$ cat src/logic/sifdb_pkg.sv
// Shared constants and types for the serial interrupt-flag and data-buffer block
package sifdb_pkg;
   localparam int ADDR_W = 3;
   localparam int DATA_W = 8;
   localparam int RX_DEPTH = 2;

   localparam logic [ADDR_W-1:0] OFS_LINK_CTRL = 3'h0;
   localparam logic [ADDR_W-1:0] OFS_MODE_CTRL = 3'h1;
   localparam logic [ADDR_W-1:0] OFS_IRQ_EN    = 3'h2;
   localparam logic [ADDR_W-1:0] OFS_IRQ_FLAGS = 3'h3;
   localparam logic [ADDR_W-1:0] OFS_DATA      = 3'h4;

   // Link control fields
   localparam int B_ENABLE = 0;
   localparam int B_HOST   = 5;
   // Mode control fields
   localparam int B_BUFFERED = 7;
   localparam int B_SEL_DIS  = 2;
   // Interrupt enable fields
   localparam int B_RX_EN     = 7;
   localparam int B_TX_EN     = 6;
   localparam int B_EMPTY_EN  = 5;
   localparam int B_SEL_EN    = 4;
   localparam int B_NORMAL_EN = 0;
   // Flag fields, normal layout
   localparam int B_TD = 7;
   localparam int B_WC = 6;
   // Flag fields, buffered layout
   localparam int B_RXD     = 7;
   localparam int B_TXD     = 6;
   localparam int B_EMPTY   = 5;
   localparam int B_SELTRIG = 4;
   localparam int B_OVF     = 0;

   localparam logic [DATA_W-1:0] BUF_EN_MASK    = 8'hF0;
   localparam logic [DATA_W-1:0] NORMAL_EN_MASK = 8'h01;
   localparam logic [DATA_W-1:0] RST_BYTE       = 8'h00;

   // Host serial clock half period
   localparam int CLK_MHZ      = 40;
   localparam int SCK_HALF_NS  = 100;
   localparam int SCK_HALF_CYC = (SCK_HALF_NS * CLK_MHZ + 999) / 1000;

   typedef enum logic {LINK_IDLE, LINK_RUN} sifdb_link_e;

   typedef struct packed {
      logic              wr;
      logic              rd;
      logic [ADDR_W-1:0] addr;
      logic [DATA_W-1:0] wdata;
   } sifdb_bus_s;
endpackage

$ cat src/logic/sifdb_core.sv
// Serial port flag, interrupt enable and data buffer logic with byte shifter
`timescale 1ns/100ps
`default_nettype none

// How it works
// Buffered mode: receive-done enable gates its request; reads zero otherwise.
// Buffered mode: transmit-done enable gates its request; reads zero otherwise.
// Buffered mode: empty enable gates its request; reads zero otherwise.
// Buffered mode: select-trigger enable gates its request; reads zero otherwise.
// Normal mode: one enable raises the request while transfer-done is set.
// Normal mode: transfer-done sets when a byte finishes shifting.
// Normal mode: select pulled low while host, select enabled, also sets transfer-done.
// Transfer-done clears on write one, or flags read then data access.
// Normal mode: data write during an active byte sets the collision flag.
// Collision clears only by flags read with it set, then data access.
// Receive-done follows receive buffer not empty; write one flushes.
// Transmit-done sets when shifting ends with no byte staged; write one clears.
// Empty flag reads one while transmit buffer holds nothing.
// Data write clears empty flag; software must refill or mask it.
// Select fault while host, select enabled, sets select-trigger; write one clears.
// Overflow sets when both receive entries full and a third byte lands.
// With no transmit data waiting, overflow waits for next transfer start.
// Overflow clears on data read or write one.
// Data write starts a host transfer; a client only stages the byte.
// Normal mode: writes load the shifter, reads return receive register.
// Buffered mode: writes fill transmit buffer, reads pop receive head.
// A request stands while enable and flag are both set.
// Buffered mode enables two receive stages and one transmit stage.
// Both flag layouts share one address, chosen by buffered mode.
module sifdb_core #(
   parameter int unsigned SCK_HALF_CYC = sifdb_pkg::SCK_HALF_CYC
) (
   input  wire logic                    clk,
   input  wire logic                    rstn,
   input  wire sifdb_pkg::sifdb_bus_s   bus,
   output var  logic [sifdb_pkg::DATA_W-1:0] rdata,
   output wire logic                    irqReq,
   input  wire logic                    sckIn,
   output wire logic                    sckOut,
   output wire logic                    sckOen,
   input  wire logic                    selN,
   input  wire logic                    serialIn,
   output wire logic                    serialOut,
   output wire logic                    serialOen
);
   import sifdb_pkg::*;

   localparam int DIV_W = $clog2(SCK_HALF_CYC) + 1;
   localparam logic [DIV_W-1:0] DIV_LAST = DIV_W'(SCK_HALF_CYC - 1);
   localparam logic [2:0] LAST_BIT = 3'(DATA_W - 1);

   function automatic logic flagNext(input logic setEv, input logic clrEv,
                                     input logic cur);
      flagNext = setEv | (cur & ~clrEv);
   endfunction

   logic [1:0]        rstPipe_reg;
   logic              rstSync;
   logic [2:0]        sckSync_reg;
   logic [1:0]        selSync_reg;
   logic [1:0]        sinSync_reg;

   logic              enable_reg, enable_next;
   logic              hostMode_reg, hostMode_next;
   logic              bufMode_reg, bufMode_next;
   logic              selDis_reg, selDis_next;
   logic [DATA_W-1:0] irqEn_reg, irqEn_next;

   logic              tdFlag_reg, tdFlag_next;
   logic              wcFlag_reg, wcFlag_next;
   logic              armTd_reg, armTd_next;
   logic              armWc_reg, armWc_next;
   logic              txDoneFlag_reg, txDoneFlag_next;
   logic              selFlag_reg, selFlag_next;
   logic              ovfFlag_reg, ovfFlag_next;
   logic              ovfPend_reg, ovfPend_next;

   logic [DATA_W-1:0] shiftReg_reg, shiftReg_next;
   logic              outBit_reg, outBit_next;
   logic [2:0]        bitCnt_reg, bitCnt_next;
   logic [DATA_W-1:0] rxData_reg, rxData_next;
   logic [DATA_W-1:0] rxBuf_reg [RX_DEPTH];
   logic [DATA_W-1:0] rxBuf_next [RX_DEPTH];
   logic [1:0]        rxCount_reg, rxCount_next;
   logic [DATA_W-1:0] txBuf_reg, txBuf_next;
   logic              txFull_reg, txFull_next;
   sifdb_link_e       linkState_reg, linkState_next;
   logic [DIV_W-1:0]  div_reg, div_next;
   logic              sckOut_reg, sckOut_next;
   logic [DATA_W-1:0] rdata_next;

   // Reset release through two flops
   always_ff @(posedge clk or negedge rstn) begin
      if (!rstn) begin
         rstPipe_reg <= '0;
      end else begin
         rstPipe_reg <= {rstPipe_reg[0], 1'h1};
      end
   end
   assign rstSync = rstPipe_reg[1];

   // Pin synchronisers; stage 0 feeds stage 1 only
   always_ff @(posedge clk or negedge rstSync) begin
      if (!rstSync) begin
         sckSync_reg <= '0;
         selSync_reg <= 2'h3;
         sinSync_reg <= '0;
      end else begin
         sckSync_reg <= {sckSync_reg[1:0], sckIn};
         selSync_reg <= {selSync_reg[0], selN};
         sinSync_reg <= {sinSync_reg[0], serialIn};
      end
   end

   // Register decode
   wire linkWr  = bus.wr && bus.addr == OFS_LINK_CTRL;
   wire modeWr  = bus.wr && bus.addr == OFS_MODE_CTRL;
   wire enWr    = bus.wr && bus.addr == OFS_IRQ_EN;
   wire flagsWr = bus.wr && bus.addr == OFS_IRQ_FLAGS;
   wire flagsRd = bus.rd && bus.addr == OFS_IRQ_FLAGS;
   wire dataWr  = bus.wr && bus.addr == OFS_DATA;
   wire dataRd  = bus.rd && bus.addr == OFS_DATA;
   wire dataAcc = dataWr | dataRd;
   wire [DATA_W-1:0] wd = bus.wdata;

   // Link events
   wire selActive = ~selSync_reg[1];
   wire sckRise   = sckSync_reg[1] & ~sckSync_reg[2];
   wire sckFall   = ~sckSync_reg[1] & sckSync_reg[2];
   wire linkRun   = linkState_reg == LINK_RUN;
   wire hostTick  = linkRun && div_reg == DIV_LAST;
   wire hostRise  = hostTick & ~sckOut_reg;
   wire hostFall  = hostTick & sckOut_reg;
   // Host with select enabled loses the bus when select is pulled low
   wire modeFault = enable_reg & hostMode_reg & ~selDis_reg & selActive;
   wire clientSel = selActive & ~hostMode_reg;
   wire sampleEdge = enable_reg &
                     (hostMode_reg ? hostRise : sckRise & clientSel);
   wire shiftEdge  = enable_reg &
                     (hostMode_reg ? hostFall : sckFall & clientSel);
   wire byteDone   = sampleEdge && bitCnt_reg == LAST_BIT;
   wire [DATA_W-1:0] rxByte = {shiftReg_reg[DATA_W-2:0], sinSync_reg[1]};
   wire txActive = linkRun | (bitCnt_reg != 3'h0) | sampleEdge;

   // Loading the shifter
   wire collision = dataWr & ~bufMode_reg & txActive;
   wire nLoad = dataWr & ~bufMode_reg & ~txActive;
   wire bLoad = bufMode_reg & txFull_reg & ~txActive & enable_reg;
   wire load  = nLoad | bLoad;
   wire [DATA_W-1:0] loadByte = bLoad ? txBuf_reg : wd;
   wire hostStart = load & hostMode_reg & enable_reg;
   wire transferStart = load | (sampleEdge && bitCnt_reg == 3'h0);

   // Receive buffer bookkeeping
   wire rxFlush = flagsWr & bufMode_reg & wd[B_RXD];
   wire pop  = bufMode_reg & dataRd & (rxCount_reg != 2'h0);
   wire push = bufMode_reg & byteDone &
               ((rxCount_reg != 2'(RX_DEPTH)) | pop);
   wire [1:0] rxBase = rxFlush ? 2'h0 : 2'(rxCount_reg - {1'h0, pop});
   wire fullLoss = bufMode_reg & byteDone & ~push;
   wire ovfSet = (fullLoss & txFull_reg) | (ovfPend_reg & transferStart);
   wire ovfClr = dataRd | (flagsWr & bufMode_reg & wd[B_OVF]);

   // Flag events
   wire tdSet = ~bufMode_reg & (byteDone | modeFault);
   wire tdClr = (flagsWr & ~bufMode_reg & wd[B_TD]) |
                (dataAcc & armTd_reg);
   wire txDoneSet = bufMode_reg & byteDone & ~txFull_reg;
   wire txDoneClr = flagsWr & bufMode_reg & wd[B_TXD];
   wire selSet = modeFault & bufMode_reg;
   wire selClr = flagsWr & bufMode_reg & wd[B_SELTRIG];

   // Register next values
   assign enable_next   = linkWr ? wd[B_ENABLE] : enable_reg;
   assign hostMode_next = modeFault ? 1'h0 :
                          linkWr ? wd[B_HOST] : hostMode_reg;
   assign bufMode_next  = modeWr ? wd[B_BUFFERED] : bufMode_reg;
   assign selDis_next   = modeWr ? wd[B_SEL_DIS] : selDis_reg;
   assign irqEn_next    = enWr ? (wd & (BUF_EN_MASK | NORMAL_EN_MASK))
                               : irqEn_reg;

   assign tdFlag_next = flagNext(tdSet, tdClr, tdFlag_reg);
   assign wcFlag_next = flagNext(collision, dataAcc & armWc_reg,
                                 wcFlag_reg);
   assign armTd_next  = (flagsRd & ~bufMode_reg) ? tdFlag_reg :
                        dataAcc ? 1'h0 : armTd_reg;
   assign armWc_next  = (flagsRd & ~bufMode_reg) ? wcFlag_reg :
                        dataAcc ? 1'h0 : armWc_reg;
   assign txDoneFlag_next = flagNext(txDoneSet, txDoneClr, txDoneFlag_reg);
   assign selFlag_next = flagNext(selSet, selClr, selFlag_reg);
   assign ovfFlag_next = flagNext(ovfSet, ovfClr, ovfFlag_reg);
   assign ovfPend_next = (fullLoss & ~txFull_reg) |
                         (ovfPend_reg & ~transferStart);

   assign shiftReg_next = load ? loadByte :
                          sampleEdge ? rxByte : shiftReg_reg;
   assign outBit_next   = load ? loadByte[DATA_W-1] :
                          shiftEdge ? shiftReg_reg[DATA_W-1] : outBit_reg;
   // A deselected client or a dropped host restarts at bit zero
   assign bitCnt_next = (~enable_reg | modeFault |
                         (~hostMode_reg & ~selActive)) ? 3'h0 :
                        sampleEdge ? 3'(bitCnt_reg + 3'h1) : bitCnt_reg;
   assign rxData_next = byteDone ? rxByte : rxData_reg;

   // Write beats a same-cycle load: old byte goes out, new one waits
   assign txFull_next = (bufMode_reg & dataWr) ? 1'h1 :
                        (bLoad | ~bufMode_reg) ? 1'h0 : txFull_reg;
   assign txBuf_next  = (bufMode_reg & dataWr) ? wd : txBuf_reg;

   always_comb begin
      rxBuf_next[0] = (pop & ~rxFlush) ? rxBuf_reg[1] : rxBuf_reg[0];
      rxBuf_next[1] = rxBuf_reg[1];
      if (push) begin
         rxBuf_next[rxBase[0]] = rxByte;
      end
   end
   assign rxCount_next = 2'(rxBase + {1'h0, push});

   always_comb begin
      linkState_next = linkState_reg;
      unique case (linkState_reg)
         LINK_IDLE: begin
            if (hostStart) begin
               linkState_next = LINK_RUN;
            end
         end
         LINK_RUN: begin
            if (~enable_reg | modeFault |
                (hostFall && bitCnt_reg == 3'h0)) begin
               linkState_next = LINK_IDLE;
            end
         end
      endcase
   end
   assign div_next    = (linkRun & ~hostTick) ? DIV_W'(div_reg + 1'h1)
                                              : '0;
   assign sckOut_next = linkRun & (sckOut_reg ^ hostTick);

   // Readback views; enables of the other layout read zero
   wire [DATA_W-1:0] enView = irqEn_reg &
        (bufMode_reg ? BUF_EN_MASK : NORMAL_EN_MASK);
   logic [DATA_W-1:0] flagsView;
   always_comb begin
      flagsView = '0;
      if (bufMode_reg) begin
         flagsView[B_RXD]     = rxCount_reg != 2'h0;
         flagsView[B_TXD]     = txDoneFlag_reg;
         flagsView[B_EMPTY]   = ~txFull_reg;
         flagsView[B_SELTRIG] = selFlag_reg;
         flagsView[B_OVF]     = ovfFlag_reg;
      end else begin
         flagsView[B_TD] = tdFlag_reg;
         flagsView[B_WC] = wcFlag_reg;
      end
   end

   // Request stands while flag and enable are both set
   assign irqReq = bufMode_reg ? |(enView & flagsView)
                               : enView[B_NORMAL_EN] & tdFlag_reg;

   logic [DATA_W-1:0] readMux;
   always_comb begin
      readMux = '0;
      unique case (bus.addr)
         OFS_LINK_CTRL: begin
            readMux[B_ENABLE] = enable_reg;
            readMux[B_HOST]   = hostMode_reg;
         end
         OFS_MODE_CTRL: begin
            readMux[B_BUFFERED] = bufMode_reg;
            readMux[B_SEL_DIS]  = selDis_reg;
         end
         OFS_IRQ_EN:    readMux = enView;
         OFS_IRQ_FLAGS: readMux = flagsView;
         OFS_DATA:      readMux = bufMode_reg ? rxBuf_reg[0] : rxData_reg;
         default:       readMux = '0;
      endcase
   end
   assign rdata_next = bus.rd ? readMux : '0;

   always_ff @(posedge clk or negedge rstSync) begin
      if (!rstSync) begin
         enable_reg     <= 1'h0;
         hostMode_reg   <= 1'h0;
         bufMode_reg    <= 1'h0;
         selDis_reg     <= 1'h0;
         irqEn_reg      <= RST_BYTE;
         tdFlag_reg     <= 1'h0;
         wcFlag_reg     <= 1'h0;
         armTd_reg      <= 1'h0;
         armWc_reg      <= 1'h0;
         txDoneFlag_reg <= 1'h0;
         selFlag_reg    <= 1'h0;
         ovfFlag_reg    <= 1'h0;
         ovfPend_reg    <= 1'h0;
      end else begin
         enable_reg     <= enable_next;
         hostMode_reg   <= hostMode_next;
         bufMode_reg    <= bufMode_next;
         selDis_reg     <= selDis_next;
         irqEn_reg      <= irqEn_next;
         tdFlag_reg     <= tdFlag_next;
         wcFlag_reg     <= wcFlag_next;
         armTd_reg      <= armTd_next;
         armWc_reg      <= armWc_next;
         txDoneFlag_reg <= txDoneFlag_next;
         selFlag_reg    <= selFlag_next;
         ovfFlag_reg    <= ovfFlag_next;
         ovfPend_reg    <= ovfPend_next;
      end
   end

   always_ff @(posedge clk or negedge rstSync) begin
      if (!rstSync) begin
         shiftReg_reg  <= RST_BYTE;
         outBit_reg    <= 1'h0;
         bitCnt_reg    <= 3'h0;
         rxData_reg    <= RST_BYTE;
         rxBuf_reg[0]  <= RST_BYTE;
         rxBuf_reg[1]  <= RST_BYTE;
         rxCount_reg   <= 2'h0;
         txBuf_reg     <= RST_BYTE;
         txFull_reg    <= 1'h0;
         linkState_reg <= LINK_IDLE;
         div_reg       <= '0;
         sckOut_reg    <= 1'h0;
         rdata         <= RST_BYTE;
      end else begin
         shiftReg_reg  <= shiftReg_next;
         outBit_reg    <= outBit_next;
         bitCnt_reg    <= bitCnt_next;
         rxData_reg    <= rxData_next;
         rxBuf_reg[0]  <= rxBuf_next[0];
         rxBuf_reg[1]  <= rxBuf_next[1];
         rxCount_reg   <= rxCount_next;
         txBuf_reg     <= txBuf_next;
         txFull_reg    <= txFull_next;
         linkState_reg <= linkState_next;
         div_reg       <= div_next;
         sckOut_reg    <= sckOut_next;
         rdata         <= rdata_next;
      end
   end

   // Pins; enables are low while driving
   assign sckOut    = sckOut_reg;
   assign sckOen    = ~(enable_reg & hostMode_reg);
   assign serialOut = outBit_reg;
   assign serialOen = ~(enable_reg & (hostMode_reg | selActive));
endmodule

`default_nettype wire

$ cat config.mk
export PLATFORM = sky130hd
export DESIGN_NAME = sifdb_core
export DESIGN_NICKNAME = d
export VERILOG_FILES = /design/src/logic/sifdb_pkg.sv /design/src/logic/sifdb_core.sv
export SDC_FILE = /design/constraint.sdc
export NUM_CORES = 1
export LEC_CHECK = 0
export BUFFER_PORTS_ARGS = -buffer_cell sky130_fd_sc_hd__buf_2
export CAP_MARGIN = 15
export CORE_ASPECT_RATIO = 1.75
export CORE_MARGIN = 2
export CORE_UTILIZATION = 45
export CTS_BUF_LIST = sky130_fd_sc_hd__clkbuf_2 sky130_fd_sc_hd__clkbuf_4 sky130_fd_sc_hd__clkbuf_8
export CTS_CLUSTER_DIAMETER = 40
export DETAILED_ROUTE_END_ITERATION = 8
export HOLD_SLACK_MARGIN = 0.02
export PLACE_DENSITY = 0.59
export SYNTH_ARGS = -nofsm -noshare
export SYNTH_HDL_FRONTEND = slang
export SYNTH_SLANG_ARGS = --single-unit
export TNS_END_PERCENT = 50
$ cat constraint.sdc
create_clock -name clk -period 6.5 [get_ports clk]
set_input_delay 0 -clock clk [delete_from_list [all_inputs] [get_ports clk]]
set_output_delay 0 -clock clk [all_outputs]
set_load 0.01 [all_outputs]
; Yosys cells after proc, flatten, opt, wreduce, memory -nomap -nowiden
; Index checks and enable logic that the tools add are counted.
[classes]
addsub = 4
order_cmp = 2
n_eq_ne = 7
n_mux = 40
bitwise = 101
reduce_logical = 23
[op_table]
columns = operator, n
row1 = $mux 8, 8
row2 = $and 1x1->1, 54
row3 = $not 1->1, 22
row4 = $or 1x1->1, 21
row5 = $and 8x8->8, 2
row6 = $bwmux 16, 1
row7 = $mux 16, 1
row8 = $mux 1, 15
row9 = $reduce_bool 2->1, 7
row10 = $logic_and 1x1->1, 12
row11 = $pmux 1 s4, 3
row12 = $eq 3x2->1 const B, 3
row13 = $mux 3, 3
row14 = $demux 8 s1, 1
row15 = $reduce_or 8->1, 1
row16 = $add 3x1->3 const B, 2
row17 = $eq 3x3->1 const B, 2
row18 = $logic_not 3->1, 2
row19 = $mux 2, 3
row20 = $pmux 1 s3, 2
row21 = $pmux 2 s3, 1
row22 = $pmux 1 s2, 2
row23 = $eq 3x1->1 const B, 1
row24 = $reduce_bool 3->1, 1
row25 = other kinds (7), 7
[word_totals]
register_bits = 86
inputBits = 18
out_inout_bits = 13
elab_cells = 207

; Longest topological paths before layout
[depth]
word_depth = 14
depth_mapped = 12
mapped_depth_nobuf = 10

; Worst setup path after synthesis
; No wires, ideal clock.
[synth_path]
path_kind = register to register
start = reg div_reg[0]
end = reg (tool-made name)
setup_ps = 125
t_arrival_ps = 2441
required_ps = 6375
path_slack_ps = 3935
stages_incl_launch_ff = 13
path_cell_list = dfrtp_1 -> ha_1 -> ha_1 -> and2_1 -> ha_1 -> and2_1 -> o211a_4 -> buf_6 -> nand2_1 -> nor2_1 -> ha_1 -> clkbuf_1 -> mux2_2
[synth_rtl]
columns = element, line
row1 = from (decl), sifdb_core.sv:88  ; logic [DIV_W-1:0] div_reg, div_next;
row2 = from (signal assigned), sifdb_core.sv:339  ; div_reg <= div_next;

==> results.md <==
* Critical path class: primary input to register
* Antenna violations before repair at 0
* Syn_nets at 382
* Synth top cells by count: 84 x dfrtp_1, 46 x mux2_2, 23 x nand2_1, 23 x nor2_1, 15 x inv_1
* Syn-to-layout area delta at 12.6%
* DP HPWL at roughly 7400 µm
* Final instance area at ~4700 µm²
* Filler Cells Inserted at between 800 and 900
* Clock-pin slew on the worst setup and hold paths at ~0.10 ns
* Cell Area, Placed at 4410 µm²
* Layout cells sized above 1 at 28.2%
* Postcts setup bufs at 0
* Post-synth cell types at between 50 and 60
* I/O Pins at 31
* VDD IR max at 0.149 mV
* Post-synth EDFFs at 0
* First-pass DRT Iterations at 4
* Final ANT Viol Nets at 0
* Slew @ Worst Pin at between 0.6 and 0.7 ns
* Largest net degree at the start of global routing at between 80 and 90
* Final Max Slew Viols at 0
* Post-synth top area share at roughly half
* Vias in the first global route at just under 3k
* Die W at between 70 and 80 µm
* Status: finished, final reports clean
* GR Util All Layers at between 20% and 30%
* CTS tree: built
* Slew HR at a little over half
* Final setup TNS at 0 ns
* CTS Buf Count at 9
* Endpoint arrival time on the critical path at around 3 ns
* Clock period minus worst slack at 2.78 ns
* Worst skew pair latency at 0.37 ns
* RSZ-0062 raised after global routing: no
* Setup ws final at between 3 and 4 ns
* Register bit total from synthesis at 86
* Min-Delay Path Class: primary input to register
* Leakage at 2.15 nW
* Total die area at ~10,000 µm²
* Final Routed Wirelength at around 10,000 µm
* Tcrit/Tclk final at a little over two fifths
* Worst Setup Start Kind: primary input
* Dominant synthesized flop cell: dfrtp_1
* Die height at between 100 and 150 µm
* Synth warn at 0
* Worst Path Required at a little under 7 ns
* Placement Rows at between 40 and 50
* PwrDens at approximately 270 nW/µm²
* Post-synthesis sequential area ratio at between 50% and 60%
* Maximum clock frequency at roughly 360 MHz
* CP Max Fanout at 11
* Gr ovfl total at 0
* IO Port Bufs at 30
* Layout net count at around 420
* Via count at just under 3k
* Via-per-instance ratio at 5.64
* Hold Violations, Final at 0
* CTS max path bufs at 2
* Worst Setup Slack post-DPL at 3.83 ns
* Synthesized area at roughly 4200 µm²
* Core ar. at between 9000 and 10,000 µm²
* Gpl congestion at 0.840
* DRT iter0 DRCs at a little over 300
* DR WL/cell at just under 20 µm
* Remaining DRCs at 0
* Main area contributors after synthesis: dfrtp_1 50%, mux2_2 12%, ha_1 2.7%, mux2i_1 2.1%, nand2_1 2.0%
* First-pass GRT wire length at 16,200 µm
* Maxcap violations at 0
* H-tree depth at 3
* Cells after Synth at ~360
* Diodes inserted at 0
* Area leader, netlist: dfrtp_1
* Worst Setup End Kind: register
* Most common cell in the netlist: dfrtp_1
* Clock Skew at 0.0155 ns
* Clock sinks at 86
* Setup violators final at 0
* Clock tree root driver cell: clkbuf_8
* Starting Density at 46.3%
* Async S/R FF share, synth at 100%
* Mapped Avg Cell Area at approximately 12 µm²
==> worst max-delay path, stage by stage <==
cell           delay [ns]
dlygate4sd3_1        0.52
buf_2                0.21
nor4bb_4             0.44
and3b_1              0.49
ha_1                 0.32
a31oi_1              0.20
ha_1                 0.46
mux2_2               0.40
==> metal layers <==
metal,vias up,wire (µm),GRT usage (%)
met2,63,5290,35.2
met5,-,0,0
met4,0,564,14.3
li1,1370,-,-
met1,1462,4120,24.6
met3,23,246,3.29
==> path summary, 6_finish.rpt <==
check	from	to	slack [ns]	depth (start not counted)
max in group asynchronous	rstPipe_reg[1]	rdata[4]	5.63	1
hold reg to reg	rstPipe_reg[1]	shiftReg_reg[0]	0.27	0
hold / removal	bus[7]	txBuf_reg[7]	0.06	2
min in group asynchronous	rstPipe_reg[1]	shiftReg_reg[0]	0.27	0
setup / recovery	bus[11]	register	3.72	8
setup reg to reg	div_reg[0]	register	3.89	10
==> cell type report <==
class / instances / area (µm²) / area share (%)
inverters: 15 / 56.3 / 1.19
flip-flops and latches: 86 / 2160 / 45.5
clock inverters: 7 / 50.0 / 1.05
multi-input cells: 234 / 1880 / 39.7
clock buffers: 9 / 124 / 2.61
well taps: 120 / 150 / 3.16
repair buffers: 46 / 323 / 6.80
==> metrics by stage <==
step	hold slack, ns	power (mW)	util, %	instances
2_1_floorplan	-0.296	0.866	-	355
3_3_place_gp	-0.215	0.947	48.5	487
3_5_place_dp	-0.214	0.954	48.5	487
4_1_cts	0.0523	1.30	51.9	516
5_1_grt	0.0503	1.36	52.2	517
6_report	0.0551	1.30	52.2	517
==> report_power, final <==
part / switching, mW / internal (mW) / total, mW / leakage (nW)
clock: 0.202 / 0.139 / 0.342 / 0.0816
sequential: 0.0962 / 0.614 / 0.711 / 1.11
combinational: 0.123 / 0.122 / 0.245 / 0.962
total: 0.422 / 0.875 / 1.30 / 2.15
==> kinds of logic (layout without fill, tap and decap cells) <==
group	count (synthesis)	count (layout)	synth area share, %
other cells	1	1	0.0890
xor+xnor	3	3	0.624
fa+ha+maj	9	9	2.67
compound gates	75	75	13.9
mux	56	56	14.7
buf+inv	35	77	4.19
flops	86	86	51.1
simple gates	90	90	12.7
==> cell usage in the layout, fill, tap and decap left out, drive strengths merged, types with 4 or more instances in the layout <==
| cell type | count |
|---|---|
| mux2i | 9 |
| o21a | 5 |
| nor2 | 23 |
| o21ai | 12 |
| ha | 9 |
| o221a | 6 |
| nand2 | 23 |
| clkbuf | 9 |
| nor3 | 5 |
| mux2 | 47 |
| and2 | 5 |
| a32o | 4 |
| a211oi | 4 |
| dlygate4sd3 | 13 |
| a21oi | 8 |
| nor3b | 8 |
| buf | 33 |
| nand2b | 4 |
| o32ai | 7 |
| dfrtp | 84 |
| inv | 16 |
| a31oi | 7 |
==> repair_timing <==
action	4_1_cts	5_1_grt
resized for setup	0	0
hold endpoints to repair	28	0
hold buffers	13	0
(Power assumes the default switching activity.)
